### src/design/lebc_params.svh
// Register offsets, field positions, reset values and timing counts.
`ifndef LEBC_PARAMS_SVH
`define LEBC_PARAMS_SVH

// ---------------------------------------------------------------------------
// Register byte addresses (the parity and reserved offsets lie inside the aligned word at 68)
// ---------------------------------------------------------------------------
`define LEBC_OFS_ERR_CTRL 8'h68
`define LEBC_OFS_PARITY 8'h6a
`define LEBC_OFS_RSVD_6B 8'h6b
`define LEBC_OFS_BUF_ALLOC 8'h6c
`define LEBC_OFS_MODE 8'h80
`define LEBC_OFS_STATUS 8'h84

// ---------------------------------------------------------------------------
// Field positions of the error reporting control register
// ---------------------------------------------------------------------------
`define LEBC_BIT_SERR_SEV 11
`define LEBC_BIT_CRC_MINOR 10
`define LEBC_BIT_CRC_MAJOR 9
`define LEBC_BIT_CHAIN_FLOOD 8
`define LEBC_BIT_CHAIN_MINOR 7
`define LEBC_BIT_CHAIN_MAJOR 6
`define LEBC_BIT_OVF_FLOOD 5
`define LEBC_BIT_OVF_MINOR 4
`define LEBC_BIT_OVF_MAJOR 3
`define LEBC_BIT_PROT_FLOOD 2
`define LEBC_BIT_PROT_MINOR 1
`define LEBC_BIT_PROT_MAJOR 0
`define LEBC_ERR_CTRL_MASK 16'h0fff
`define LEBC_ERR_CTRL_RST 16'h0000

// ---------------------------------------------------------------------------
// Parity enable and buffer allocation fields
// ---------------------------------------------------------------------------
`define LEBC_PARITY_MASK 8'h01
`define LEBC_PARITY_RST 8'h00
`define LEBC_BUF_ALLOC_MASK 16'h3f3f
`define LEBC_BUF_ALLOC_RST 16'h1515
`define LEBC_POS_P_WANT 12
`define LEBC_POS_NP_WANT 10
`define LEBC_POS_R_WANT 8
`define LEBC_POS_P_NEED 4
`define LEBC_POS_NP_NEED 2
`define LEBC_POS_R_NEED 0

// ---------------------------------------------------------------------------
// Timing: extra PCI clocks a packet is held while parity is watched
// ---------------------------------------------------------------------------
`define LEBC_PARITY_HOLD_CLKS 2

`endif

### src/design/lebc_pkg.sv
// Types shared by the link error and buffer control block.
package lebc_pkg;

  // -------------------------------------------------------------------------
  // Operating modes of the bridge
  // -------------------------------------------------------------------------
  typedef enum logic [1:0] {
    lebc_mode_single_primary = 2'h0,
    lebc_mode_dual_primary = 2'h1,
    lebc_mode_generic_single = 2'h2,
    lebc_mode_generic_dual = 2'h3
  } lebc_mode_type;

  // Error events from the upstream link, one-cycle pulses.
  typedef struct packed {
    logic crc;
    logic chain_end;
    logic overflow;
    logic protocol;
    logic serr;
  } lebc_err_evt_type;

  // Per-channel buffer targets, each a two-bit field.
  typedef struct packed {
    logic [1:0] posted;
    logic [1:0] nonposted;
    logic [1:0] response;
  } lebc_chan_type;

  // Packet handoff from the PCI side toward the upstream link.
  typedef struct packed {
    logic valid;
    logic data_error;
    logic [31:0] tag;
  } lebc_pkt_type;

  // Parity watch states, Gray coded.
  typedef enum logic [1:0] {
    lebc_pw_idle = 2'h0,
    lebc_pw_wait1 = 2'h1,
    lebc_pw_wait2 = 2'h3,
    lebc_pw_send = 2'h2
  } lebc_pw_state_type;

endpackage : lebc_pkg

### src/design/lebc_err_router.sv
// Maps link error events onto fatal, nonfatal and flood outputs.
`timescale 1ns/100ps
`include "lebc_params.svh"
module lebc_err_router (
  input wire logic [15:0] ctrl,
  input wire lebc_pkg::lebc_err_evt_type evt,
  input wire logic irq_gate,
  input wire logic active,
  output logic fatal,
  output logic nonfatal,
  output logic flood
);

  // Returns {fatal, nonfatal}; both enables set reports as fatal.
  function automatic logic [1:0] classify(input logic ev, input logic maj,
                                          input logic mnr);
    classify = {ev & maj, ev & mnr & ~maj};
  endfunction : classify

  logic [1:0] c_crc;
  logic [1:0] c_chn;
  logic [1:0] c_ovf;
  logic [1:0] c_prt;
  logic [1:0] c_srr;

  always_comb begin
    c_crc = classify(evt.crc, ctrl[`LEBC_BIT_CRC_MAJOR],
                     ctrl[`LEBC_BIT_CRC_MINOR]);
    c_chn = classify(evt.chain_end, ctrl[`LEBC_BIT_CHAIN_MAJOR],
                     ctrl[`LEBC_BIT_CHAIN_MINOR]);
    c_ovf = classify(evt.overflow, ctrl[`LEBC_BIT_OVF_MAJOR],
                     ctrl[`LEBC_BIT_OVF_MINOR]);
    c_prt = classify(evt.protocol, ctrl[`LEBC_BIT_PROT_MAJOR],
                     ctrl[`LEBC_BIT_PROT_MINOR]);
    c_srr = classify(evt.serr, ctrl[`LEBC_BIT_SERR_SEV],
                     ~ctrl[`LEBC_BIT_SERR_SEV]);
    fatal = active & irq_gate &
            (c_crc[1] | c_chn[1] | c_ovf[1] | c_prt[1] | c_srr[1]);
    nonfatal = active & irq_gate &
               (c_crc[0] | c_chn[0] | c_ovf[0] | c_prt[0] | c_srr[0]);
    flood = active &
            ((evt.chain_end & ctrl[`LEBC_BIT_CHAIN_FLOOD]) |
             (evt.overflow & ctrl[`LEBC_BIT_OVF_FLOOD]) |
             (evt.protocol & ctrl[`LEBC_BIT_PROT_FLOOD]));
  end

endmodule : lebc_err_router

### src/design/lebc_parity_watch.sv
// Holds each PCI to link packet two PCI clocks while parity is watched when enable is set; with enable clear it goes straight to send.
`timescale 1ns/100ps
`include "lebc_params.svh"
module lebc_parity_watch (
  input wire logic clock,
  input wire logic sys_rst,
  input wire logic enable,
  input wire logic pci_clk_en,
  input wire logic perr_seen,
  input wire lebc_pkg::lebc_pkt_type pkt_in,
  output logic pkt_in_ready,
  output lebc_pkg::lebc_pkt_type pkt_out,
  input wire logic pkt_out_ready
);

  typedef struct packed {
    lebc_pkg::lebc_pw_state_type st;
    logic rdy;
    lebc_pkg::lebc_pkt_type pkt;
  } lebc_pw_regs_type;

  lebc_pw_regs_type r_q;
  lebc_pw_regs_type r_d;

  always_comb begin
    r_d = r_q;
    case (r_q.st)
      lebc_pkg::lebc_pw_idle: begin
        if (pkt_in.valid) begin
          r_d.pkt = pkt_in;
          r_d.st = enable ? lebc_pkg::lebc_pw_wait1 :
                            lebc_pkg::lebc_pw_send;
        end
      end
      lebc_pkg::lebc_pw_wait1: begin
        if (perr_seen) begin
          r_d.pkt.data_error = 1'b1;
        end
        if (pci_clk_en) begin
          r_d.st = lebc_pkg::lebc_pw_wait2;
        end
      end
      lebc_pkg::lebc_pw_wait2: begin
        if (perr_seen) begin
          r_d.pkt.data_error = 1'b1;
        end
        if (pci_clk_en) begin
          r_d.st = lebc_pkg::lebc_pw_send;
        end
      end
      lebc_pkg::lebc_pw_send: begin
        if (pkt_out_ready) begin
          r_d.st = lebc_pkg::lebc_pw_idle;
          r_d.pkt.valid = 1'b0;
        end
      end
      default: begin
        r_d.st = lebc_pkg::lebc_pw_idle;
      end
    endcase
    // Handshake outputs are registered copies of the next state.
    r_d.rdy = (r_d.st == lebc_pkg::lebc_pw_idle);
    r_d.pkt.valid = (r_d.st == lebc_pkg::lebc_pw_send);
  end

  always_ff @(posedge clock or posedge sys_rst) begin
    if (sys_rst) begin
      r_q <= '0;
      r_q.rdy <= 1'b1;
    end else begin
      r_q <= r_d;
    end
  end

  assign pkt_in_ready = r_q.rdy;
  assign pkt_out = r_q.pkt;

endmodule : lebc_parity_watch

### src/design/lebc_top.sv
// Link error reporting and receive buffer control registers.
// ---------------------------------------------------------------------------
// ---------------------------------------------------------------------------
//
// Our own choice: the Avalon-MM register port.
`timescale 1ns/100ps
`include "lebc_params.svh"
module lebc_top #(
  parameter int PCI_DIV = 6
) (
  input wire logic clock,
  input wire logic sys_rst,
  input wire logic [7:0] avs_address,
  input wire logic avs_read,
  input wire logic avs_write,
  input wire logic [31:0] avs_writedata,
  input wire logic [3:0] avs_byteenable,
  output logic [31:0] avs_readdata,
  output logic avs_waitrequest,
  input wire lebc_pkg::lebc_mode_type mode,
  input wire logic system_error_irq_gate,
  input wire lebc_pkg::lebc_err_evt_type err_evt,
  input wire logic perr_seen,
  input wire lebc_pkg::lebc_pkt_type pkt_in,
  output logic pkt_in_ready,
  output lebc_pkg::lebc_pkt_type pkt_out,
  input wire logic pkt_out_ready,
  output logic fatal_irq,
  output logic nonfatal_irq,
  output logic sync_flood,
  output logic link_failed_flag,
  output lebc_pkg::lebc_chan_type target_released_bufs,
  output lebc_pkg::lebc_chan_type min_data_bufs
);

  // -------------------------------------------------------------------------
  // State
  // -------------------------------------------------------------------------
  typedef struct packed {
    logic [15:0] err_ctrl;
    logic parity_en;
    logic [15:0] buf_alloc;
    logic [31:0] rdata;
    logic ack;
    logic fatal;
    logic nonfatal;
    logic flood;
    logic link_failed;
    logic [7:0] div_cnt;
    logic pci_en;
    lebc_pkg::lebc_chan_type want;
    lebc_pkg::lebc_chan_type need;
  } lebc_regs_type;

  lebc_regs_type r_q;
  lebc_regs_type r_d;

  logic primary;
  logic rt_fatal;
  logic rt_nonfatal;
  logic rt_flood;
  logic pw_in_ready;
  lebc_pkg::lebc_pkt_type pw_out;

  // Merges a write into a register under byte enables and a writable mask.
  function automatic logic [15:0] wr16(input logic [15:0] old,
                                       input logic [15:0] wd,
                                       input logic [1:0] be,
                                       input logic [15:0] mask);
    logic [15:0] bm;
    bm = {{8{be[1]}}, {8{be[0]}}} & mask;
    wr16 = (old & ~bm) | (wd & bm);
  endfunction : wr16

  // Adds one to a two-bit count, giving a three-bit target.
  function automatic logic [2:0] plus1(input logic [1:0] f);
    plus1 = {1'b0, f} + 3'h1;
  endfunction : plus1

  assign primary = (mode == lebc_pkg::lebc_mode_single_primary) ||
                   (mode == lebc_pkg::lebc_mode_dual_primary);

  // -------------------------------------------------------------------------
  // Error routing and parity watch
  // -------------------------------------------------------------------------
  lebc_err_router u_router (
    .ctrl(r_q.err_ctrl),
    .evt(err_evt),
    .irq_gate(system_error_irq_gate),
    .active(primary),
    .fatal(rt_fatal),
    .nonfatal(rt_nonfatal),
    .flood(rt_flood)
  );

  lebc_parity_watch u_watch (
    .clock(clock),
    .sys_rst(sys_rst),
    .enable(r_q.parity_en & ~primary),
    .pci_clk_en(r_q.pci_en),
    .perr_seen(perr_seen),
    .pkt_in(pkt_in),
    .pkt_in_ready(pw_in_ready),
    .pkt_out(pw_out),
    .pkt_out_ready(pkt_out_ready)
  );

  // -------------------------------------------------------------------------
  // Next state
  // -------------------------------------------------------------------------
  always_comb begin
    r_d = r_q;
    r_d.ack = 1'b0;
    // PCI clock rate enable from the core clock.
    r_d.pci_en = 1'b0;
    if (r_q.div_cnt >= 8'(PCI_DIV - 1)) begin
      r_d.div_cnt = 8'h00;
      r_d.pci_en = 1'b1;
    end else begin
      r_d.div_cnt = r_q.div_cnt + 8'h01;
    end
    // Bus access completes one cycle after it is seen.
    if ((avs_read || avs_write) && !r_q.ack) begin
      r_d.ack = 1'b1;
      r_d.rdata = 32'h0000_0000;
      case (avs_address)
        `LEBC_OFS_ERR_CTRL: begin
          if (primary) begin
            r_d.rdata[15:0] = r_q.err_ctrl;
          end else begin
            r_d.rdata[16] = r_q.parity_en;
          end
        end
        `LEBC_OFS_BUF_ALLOC: begin
          r_d.rdata[15:0] = r_q.buf_alloc;
        end
        `LEBC_OFS_MODE: begin
          r_d.rdata[1:0] = mode;
        end
        `LEBC_OFS_STATUS: begin
          r_d.rdata[3:0] = {r_q.link_failed, r_q.flood, r_q.nonfatal,
                            r_q.fatal};
        end
        default: begin
          r_d.rdata = 32'h0000_0000;
        end
      endcase
    end
    // A write lands only at the edge where waitrequest is seen low.
    if (avs_write && r_q.ack) begin
      case (avs_address)
        `LEBC_OFS_ERR_CTRL: begin
          if (primary) begin
            r_d.err_ctrl = wr16(r_q.err_ctrl, avs_writedata[15:0],
                                avs_byteenable[1:0], `LEBC_ERR_CTRL_MASK);
          end else if (avs_byteenable[2]) begin
            r_d.parity_en = avs_writedata[16];
          end
        end
        `LEBC_OFS_BUF_ALLOC: begin
          r_d.buf_alloc = wr16(r_q.buf_alloc, avs_writedata[15:0],
                               avs_byteenable[1:0], `LEBC_BUF_ALLOC_MASK);
        end
        `LEBC_OFS_STATUS: begin
          if (avs_byteenable[0] && avs_writedata[3]) begin
            r_d.link_failed = 1'b0;
          end
        end
        default: begin
        end
      endcase
    end
    r_d.fatal = rt_fatal;
    r_d.nonfatal = rt_nonfatal;
    r_d.flood = rt_flood;
    if (rt_flood) begin
      r_d.link_failed = 1'b1;
    end
    r_d.want.posted = r_d.buf_alloc[`LEBC_POS_P_WANT +: 2];
    r_d.want.nonposted = r_d.buf_alloc[`LEBC_POS_NP_WANT +: 2];
    r_d.want.response = r_d.buf_alloc[`LEBC_POS_R_WANT +: 2];
    r_d.need.posted = r_d.buf_alloc[`LEBC_POS_P_NEED +: 2];
    r_d.need.nonposted = r_d.buf_alloc[`LEBC_POS_NP_NEED +: 2];
    r_d.need.response = r_d.buf_alloc[`LEBC_POS_R_NEED +: 2];
  end

  always_ff @(posedge clock or posedge sys_rst) begin
    if (sys_rst) begin
      r_q <= '0;
      r_q.err_ctrl <= `LEBC_ERR_CTRL_RST;
      r_q.buf_alloc <= `LEBC_BUF_ALLOC_RST;
      r_q.want <= 6'h15;
      r_q.need <= 6'h15;
    end else begin
      r_q <= r_d;
    end
  end

  // -------------------------------------------------------------------------
  // Outputs
  // -------------------------------------------------------------------------
  assign avs_readdata = r_q.rdata;
  assign avs_waitrequest = ~r_q.ack;
  assign fatal_irq = r_q.fatal;
  assign nonfatal_irq = r_q.nonfatal;
  assign sync_flood = r_q.flood;
  assign link_failed_flag = r_q.link_failed;
  assign target_released_bufs = r_q.want;
  assign min_data_bufs = r_q.need;
  assign pkt_in_ready = pw_in_ready;
  assign pkt_out = pw_out;

  // Unused high bits of plus1 keep the helper for buffer logic users.
  logic [2:0] unused_p;
  assign unused_p = plus1(r_q.want.posted);

endmodule : lebc_top

### config.mk
export PLATFORM = sky130hd
export DESIGN_NAME = lebc_top
export DESIGN_NICKNAME = d
export VERILOG_FILES = /design/src/design/lebc_pkg.sv /design/src/design/lebc_err_router.sv /design/src/design/lebc_parity_watch.sv /design/src/design/lebc_top.sv
export VERILOG_INCLUDE_DIRS = /design/src /design/src/design
export SDC_FILE = /design/constraint.sdc
export NUM_CORES = 1
export LEC_CHECK = 0
export BUFFER_PORTS_ARGS = -buffer_cell sky130_fd_sc_hd__buf_2
export CORE_AREA = 10 10 127 100
export CTS_CLUSTER_DIAMETER = 50
export CTS_CLUSTER_SIZE = 30
export DETAILED_ROUTE_END_ITERATION = 12
export DIE_AREA = 0 0 137 110
export PLACE_DENSITY = 0.74
export REMOVE_ABC_BUFFERS = 1
export SYNTH_ARGS = -nofsm -noshare
export SYNTH_HDL_FRONTEND = slang
export SYNTH_SLANG_ARGS = --single-unit
### constraint.sdc
create_clock -name clock -period 2.4 [get_ports clock]
set_input_delay 0.12 -clock clock [delete_from_list [all_inputs] [get_ports clock]]
set_output_delay 0.12 -clock clock [all_outputs]
set_load 0.1 [all_outputs]
# == After elaboration in Yosys (flattened, before gate mapping) ==
# Cells that the tools add are included.
# Widths: inputs -> output; s select.
# word_totals
n_memories,0
out_inout_bits,84
rom_bits,0
latchBits,0
word_cells,128
ff_bits,113
mem_bits_rw,0
# op_classes
n_bitwise,48
addsub,1
eq_ne,11
shift,0
order_cmp,1
div_mod_pow,0
n_reduce_logical,20
multipliers,0
n_mux,24
# op_table
cell,n
$mux 33,1
$and 16x16->16,2
$or 16x16->16,2
$mux 14,2
$pmux 12 s2,1
$and 1x1->1,23
$and 16x12->16,1
$and 16x14->16,1
$eq 8x7->1 const B,2
$eq 8x8->1 const B,2
$mux 16,1
$not 12->16,1
$not 14->16,1
$pmux 2 s4,2
$mux 2,5
$or 1x1->1,10
$mux 1,9
$reduce_and 3->1,3
$add 8x1->8 const B,1
$ge 8x3->1 const B,1
$mux 8,1
$reduce_bool 2->1,4
$not 1->1,7
$eq 2x2->1 const B,3
other kinds (12),19

# == Longest topological paths before layout ==
# depth
depth_word,8
ltp_mapped,5

# == Hierarchy ==
# Synthesis repeated with hierarchy kept, for this count alone.
# unflattened
cells_unflattened,386
area_unflattened_um2,4549.4
# by_module_without_submodules
mod,area_each_um2,instances,seq_area_each_um2,cells_each
lebc_top,2760.1,1,1358.8,243
lebc_parity_watch,1701.6,1,927.1,128
lebc_err_router,87.6,1,0.0,15

# == Least setup slack after synthesis ==
# OpenSTA, ideal clock, no wires.
# synth_path
path_type,input -> register
startpoint,input port avs_address[1]
endpoint,register with a tool-made name
path_slack_ps,724
setup_time_ps,125
required_time_ps,2275
n_path_buf,2
arrival_time_ps,1551
stages,5
cell_sequence,or3_1 buf_6 or4_4 buf_6 mux2_4
# synth_rtl
element,line_no,text
"start, declared",lebc_top.sv:13,"input wire logic [7:0] avs_address,"

==> results.py <==
metrics = {
    "synthesis": {
        "yosys.area.top_type": "dfrtp_1",
        "synth_area_um2": 4400,
        "synth-seq-cells": 91,
        "synthArstFlopShare_pct": 100,
        "synth.top_cell.area_share_pct": 47.7,
        "synthFlopType": "dfrtp_1",
        "synth_cells": 347,
        "synth_edf_count": 0,
        "synth.avg_cell_area_um2": 12.7,
        "yosysSeqAreaShare_pct": 51.9,
        "synthTopCellsByArea": "dfrtp_1, buf_4, mux2_2",
        "yosysUniqueCellTypes": 49,
        "yosysWarnings": 0,
    },
    "power_and_ir_drop": {
        "peakVddDrop_mv": 0.325,
        "p_seq_share_pct": 35.6,
        "p_leak_uw": 0.00255,
        "power_density_nw_per_um2": 973,
        "power_frac_comb_pct": 35.9,
        "internal_power_uw": 2860,
        "finalPower_uw": 4970,
        "p_switching_uw": 2110,
        "p_sw_share_pct": 42.5,
        "p_clk_share_pct": 28.5,
    },
    "clock_tree": {
        "htreeDepth": 3,
        "cts_num_sinks": 91,
        "clockRootBuffer": "clkbuf_16",
        "clkTransAtPathRegs_ps": 60,
        "insertion_delay_ps": 330,
        "cts_buffers": 9,
        "clockBufferDepth": 2,
        "tritoncts": "built",
    },
    "floorplanning": {
        "ios": 176,
        "fp.dieH_um": 110,
        "rows": 32,
        "coreArea_um2": 10200,
        "initial_core_util_pct": 43.3,
        "die_x_um": 137,
        "dieArea_um2": 15100,
    },
    "worst_setup_path": {
        "crit_family": "simple AND/OR/NAND/NOR gates",
        "worst_setup_path_start_kind": "flop",
        "ff2ff_path_depth": 3,
        "r2r_start": "r_q[25]",
        "critPathSlowestCell": "or4_4",
        "crit_fanout": 8,
        "crit_chain": "nand3_1 -> or4_4 -> mux2_4",
        "r2r_setup_slack_ps": 650,
        "cp.depth": 3,
        "path_class": "reg2reg",
        "critPathLaunch": "r_q[25]",
        "timing.critical_path.buf_inv": 0,
        "required_ps": 2610,
        "worstPathArrival_ps": 1970,
        "slowest_delay_ps": 680,
        "endpoint_kind": "flop",
    },
    "place": {
        "io_buffer_count": 140,
        "hpwl_um": 8170,
        "place_congestion": 0.860,
    },
    "global_route": {
        "grt_pass1_vias": 2965,
        "grt_pass1_wl_um": 15800,
        "grt_max_degree": 58,
        "antenna_found_initial": 0,
        "overflow": 0,
        "track_usage_pct": 13.2,
    },
    "timing": {
        "finalSetupViolCount": 0,
        "min_period_ps": 1750,
        "maxSlewViolCount": 0,
        "hold_viol": 0,
        "rsz0062_at_grt": "false",
        "tightest_slew_ps": 620,
        "fin_skew_ps": 6.49,
        "finalSetupTns_ps": 0,
        "max_slew_margin_pct": 58.6,
        "fmax_mhz": 570,
        "fin_crit_sh_pct": 73.1,
    },
    "routing": {
        "drt_wl_total_um": 10200,
        "via_per_inst": 4.73,
        "vias": 2749,
        "drc": 0,
        "wire_per_inst_um": 17.6,
        "drtIter0Drc": 139,
        "ant_nets": 0,
        "drt_first_pass_iters": 4,
    },
    "final_layout": {
        "num-fill-cells": 889,
        "drive_above_1_share_pct": 54.4,
        "num_antenna_cells": 0,
        "area_growth_pct": 16.1,
        "final_util_pct": 50.3,
        "fin_nets": 535,
    },
    "run": {
        "cap_viol_max_count": 0,
    },
    "status": {
        "status": "completed",
    },
    "hold_path": {
        "hp-class": "in2reg",
    },
}
==> layer usage <==
layer | share of wire [%] | global-route usage [%] | up-vias
li1 | - | - | 1317
met5 | 0 | 0 | -
met4 | 0.28 | 2.55 | 0
met3 | 10 | 4.79 | 4
met2 | 49 | 21.9 | 98
met1 | 40 | 16.5 | 1330
==> cells in the mapped netlist (all sizes together) (2+ instances only) <==
cell type and instances:
a211o 3, a21oi 6, a221o 7, a222oi 2, a22o 4, a31oi 4, and2 8, and4b 2
buf 80, clkbuf 7, dfrtp 84, dfstp 7, ha 3, inv 7, mux2 59, mux2i 2
nand2 6, nand2b 3, nand3 5, nand3b 2, nand4 5, nor2 8, nor2b 2, nor3 2
nor3b 3, nor4 4, o21ai 3, o221a 2, or3b 2, or4 2
==> what timing repair did <==
| action | in CTS | in global routing |
|---|---|---|
| hold buffers | 1 | 0 |
| gates resized for setup | 0 | 0 |
| setup buffers | 0 | 0 |
| endpoints found under the hold margin | 33 | 0 |
==> logic make-up after synthesis <==
family | synth area share, %
buffers and inverters | 15.1
DFF | 51.9
muxes | 16.2
and+or+nand+nor | 9.26
AOI/OAI and AO/OA | 6.39
adders and majority gates | 0.852
other | 0.0851
xor gates and xnor gates | 0.199
==> worst min path at each step <==
stage	from	endpoint	slack (ps)	cells past startpoint
2_1_floorplan	mode[1]	sync_flood	200	1
3_3_place_gp	sys_rst	u_watch.pkt_out[27]	200	2
3_5_place_dp	sys_rst	u_watch.pkt_out[21]	210	2
4_1_cts	pkt_in[24]	u_watch.pkt_out[24]	7	2
5_1_grt	pkt_in[7]	u_watch.pkt_out[7]	10	2
6_report	pkt_in[32]	u_watch.pkt_out[32]	20	2
==> cell usage in the layout, fill, tap and decap left out, types with 7 or more instances in the layout <==
master and count:
dfrtp_1 84, a221o_1 7, buf_2 140, dfstp_2 7, nor2_1 8, conb_1 21, mux2_2 51, buf_4 7
clkbuf_16 9, mux2_4 8, and2_1 8
==> final cells by class <==
class	count	area (um^2)	area share, %
repair buffers	149	783	15.3
clock buffers	13	260	5.09
clock inverters	3	46.3	0.906
well taps	136	170	3.33
inverters	8	31.3	0.612
multi-input cells	181	1540	30.0
flip-flops and latches	91	2290	44.7
==> power by group through the flow <==
stage / Clock, uW / Sequential, uW / Combinational (uW)
3_5_place_dp: 0 / 1800 / 1800
4_1_cts: 1470 / 1770 / 1800
2_1_floorplan: 0 / 2900 / 365
5_1_grt: 1530 / 1790 / 1840
6_report: 1420 / 1770 / 1780
3_3_place_gp: 0 / 1790 / 1780
==> stage by stage <==
stage / setup WS, ps / hold WS (ps) / instance area [um^2] / instances
after CTS: 643 / 7.42 / 5110 / 581
after global placement: 516 / 204 / 4800 / 564
after floorplan: -72.0 / 198 / 3840 / 280
after detailed placement: 492 / 212 / 4800 / 564
final: 645 / 20.3 / 5110 / 581
after global routing: 553 / 11.4 / 5110 / 581
Power figures use the tool's default switching activity.
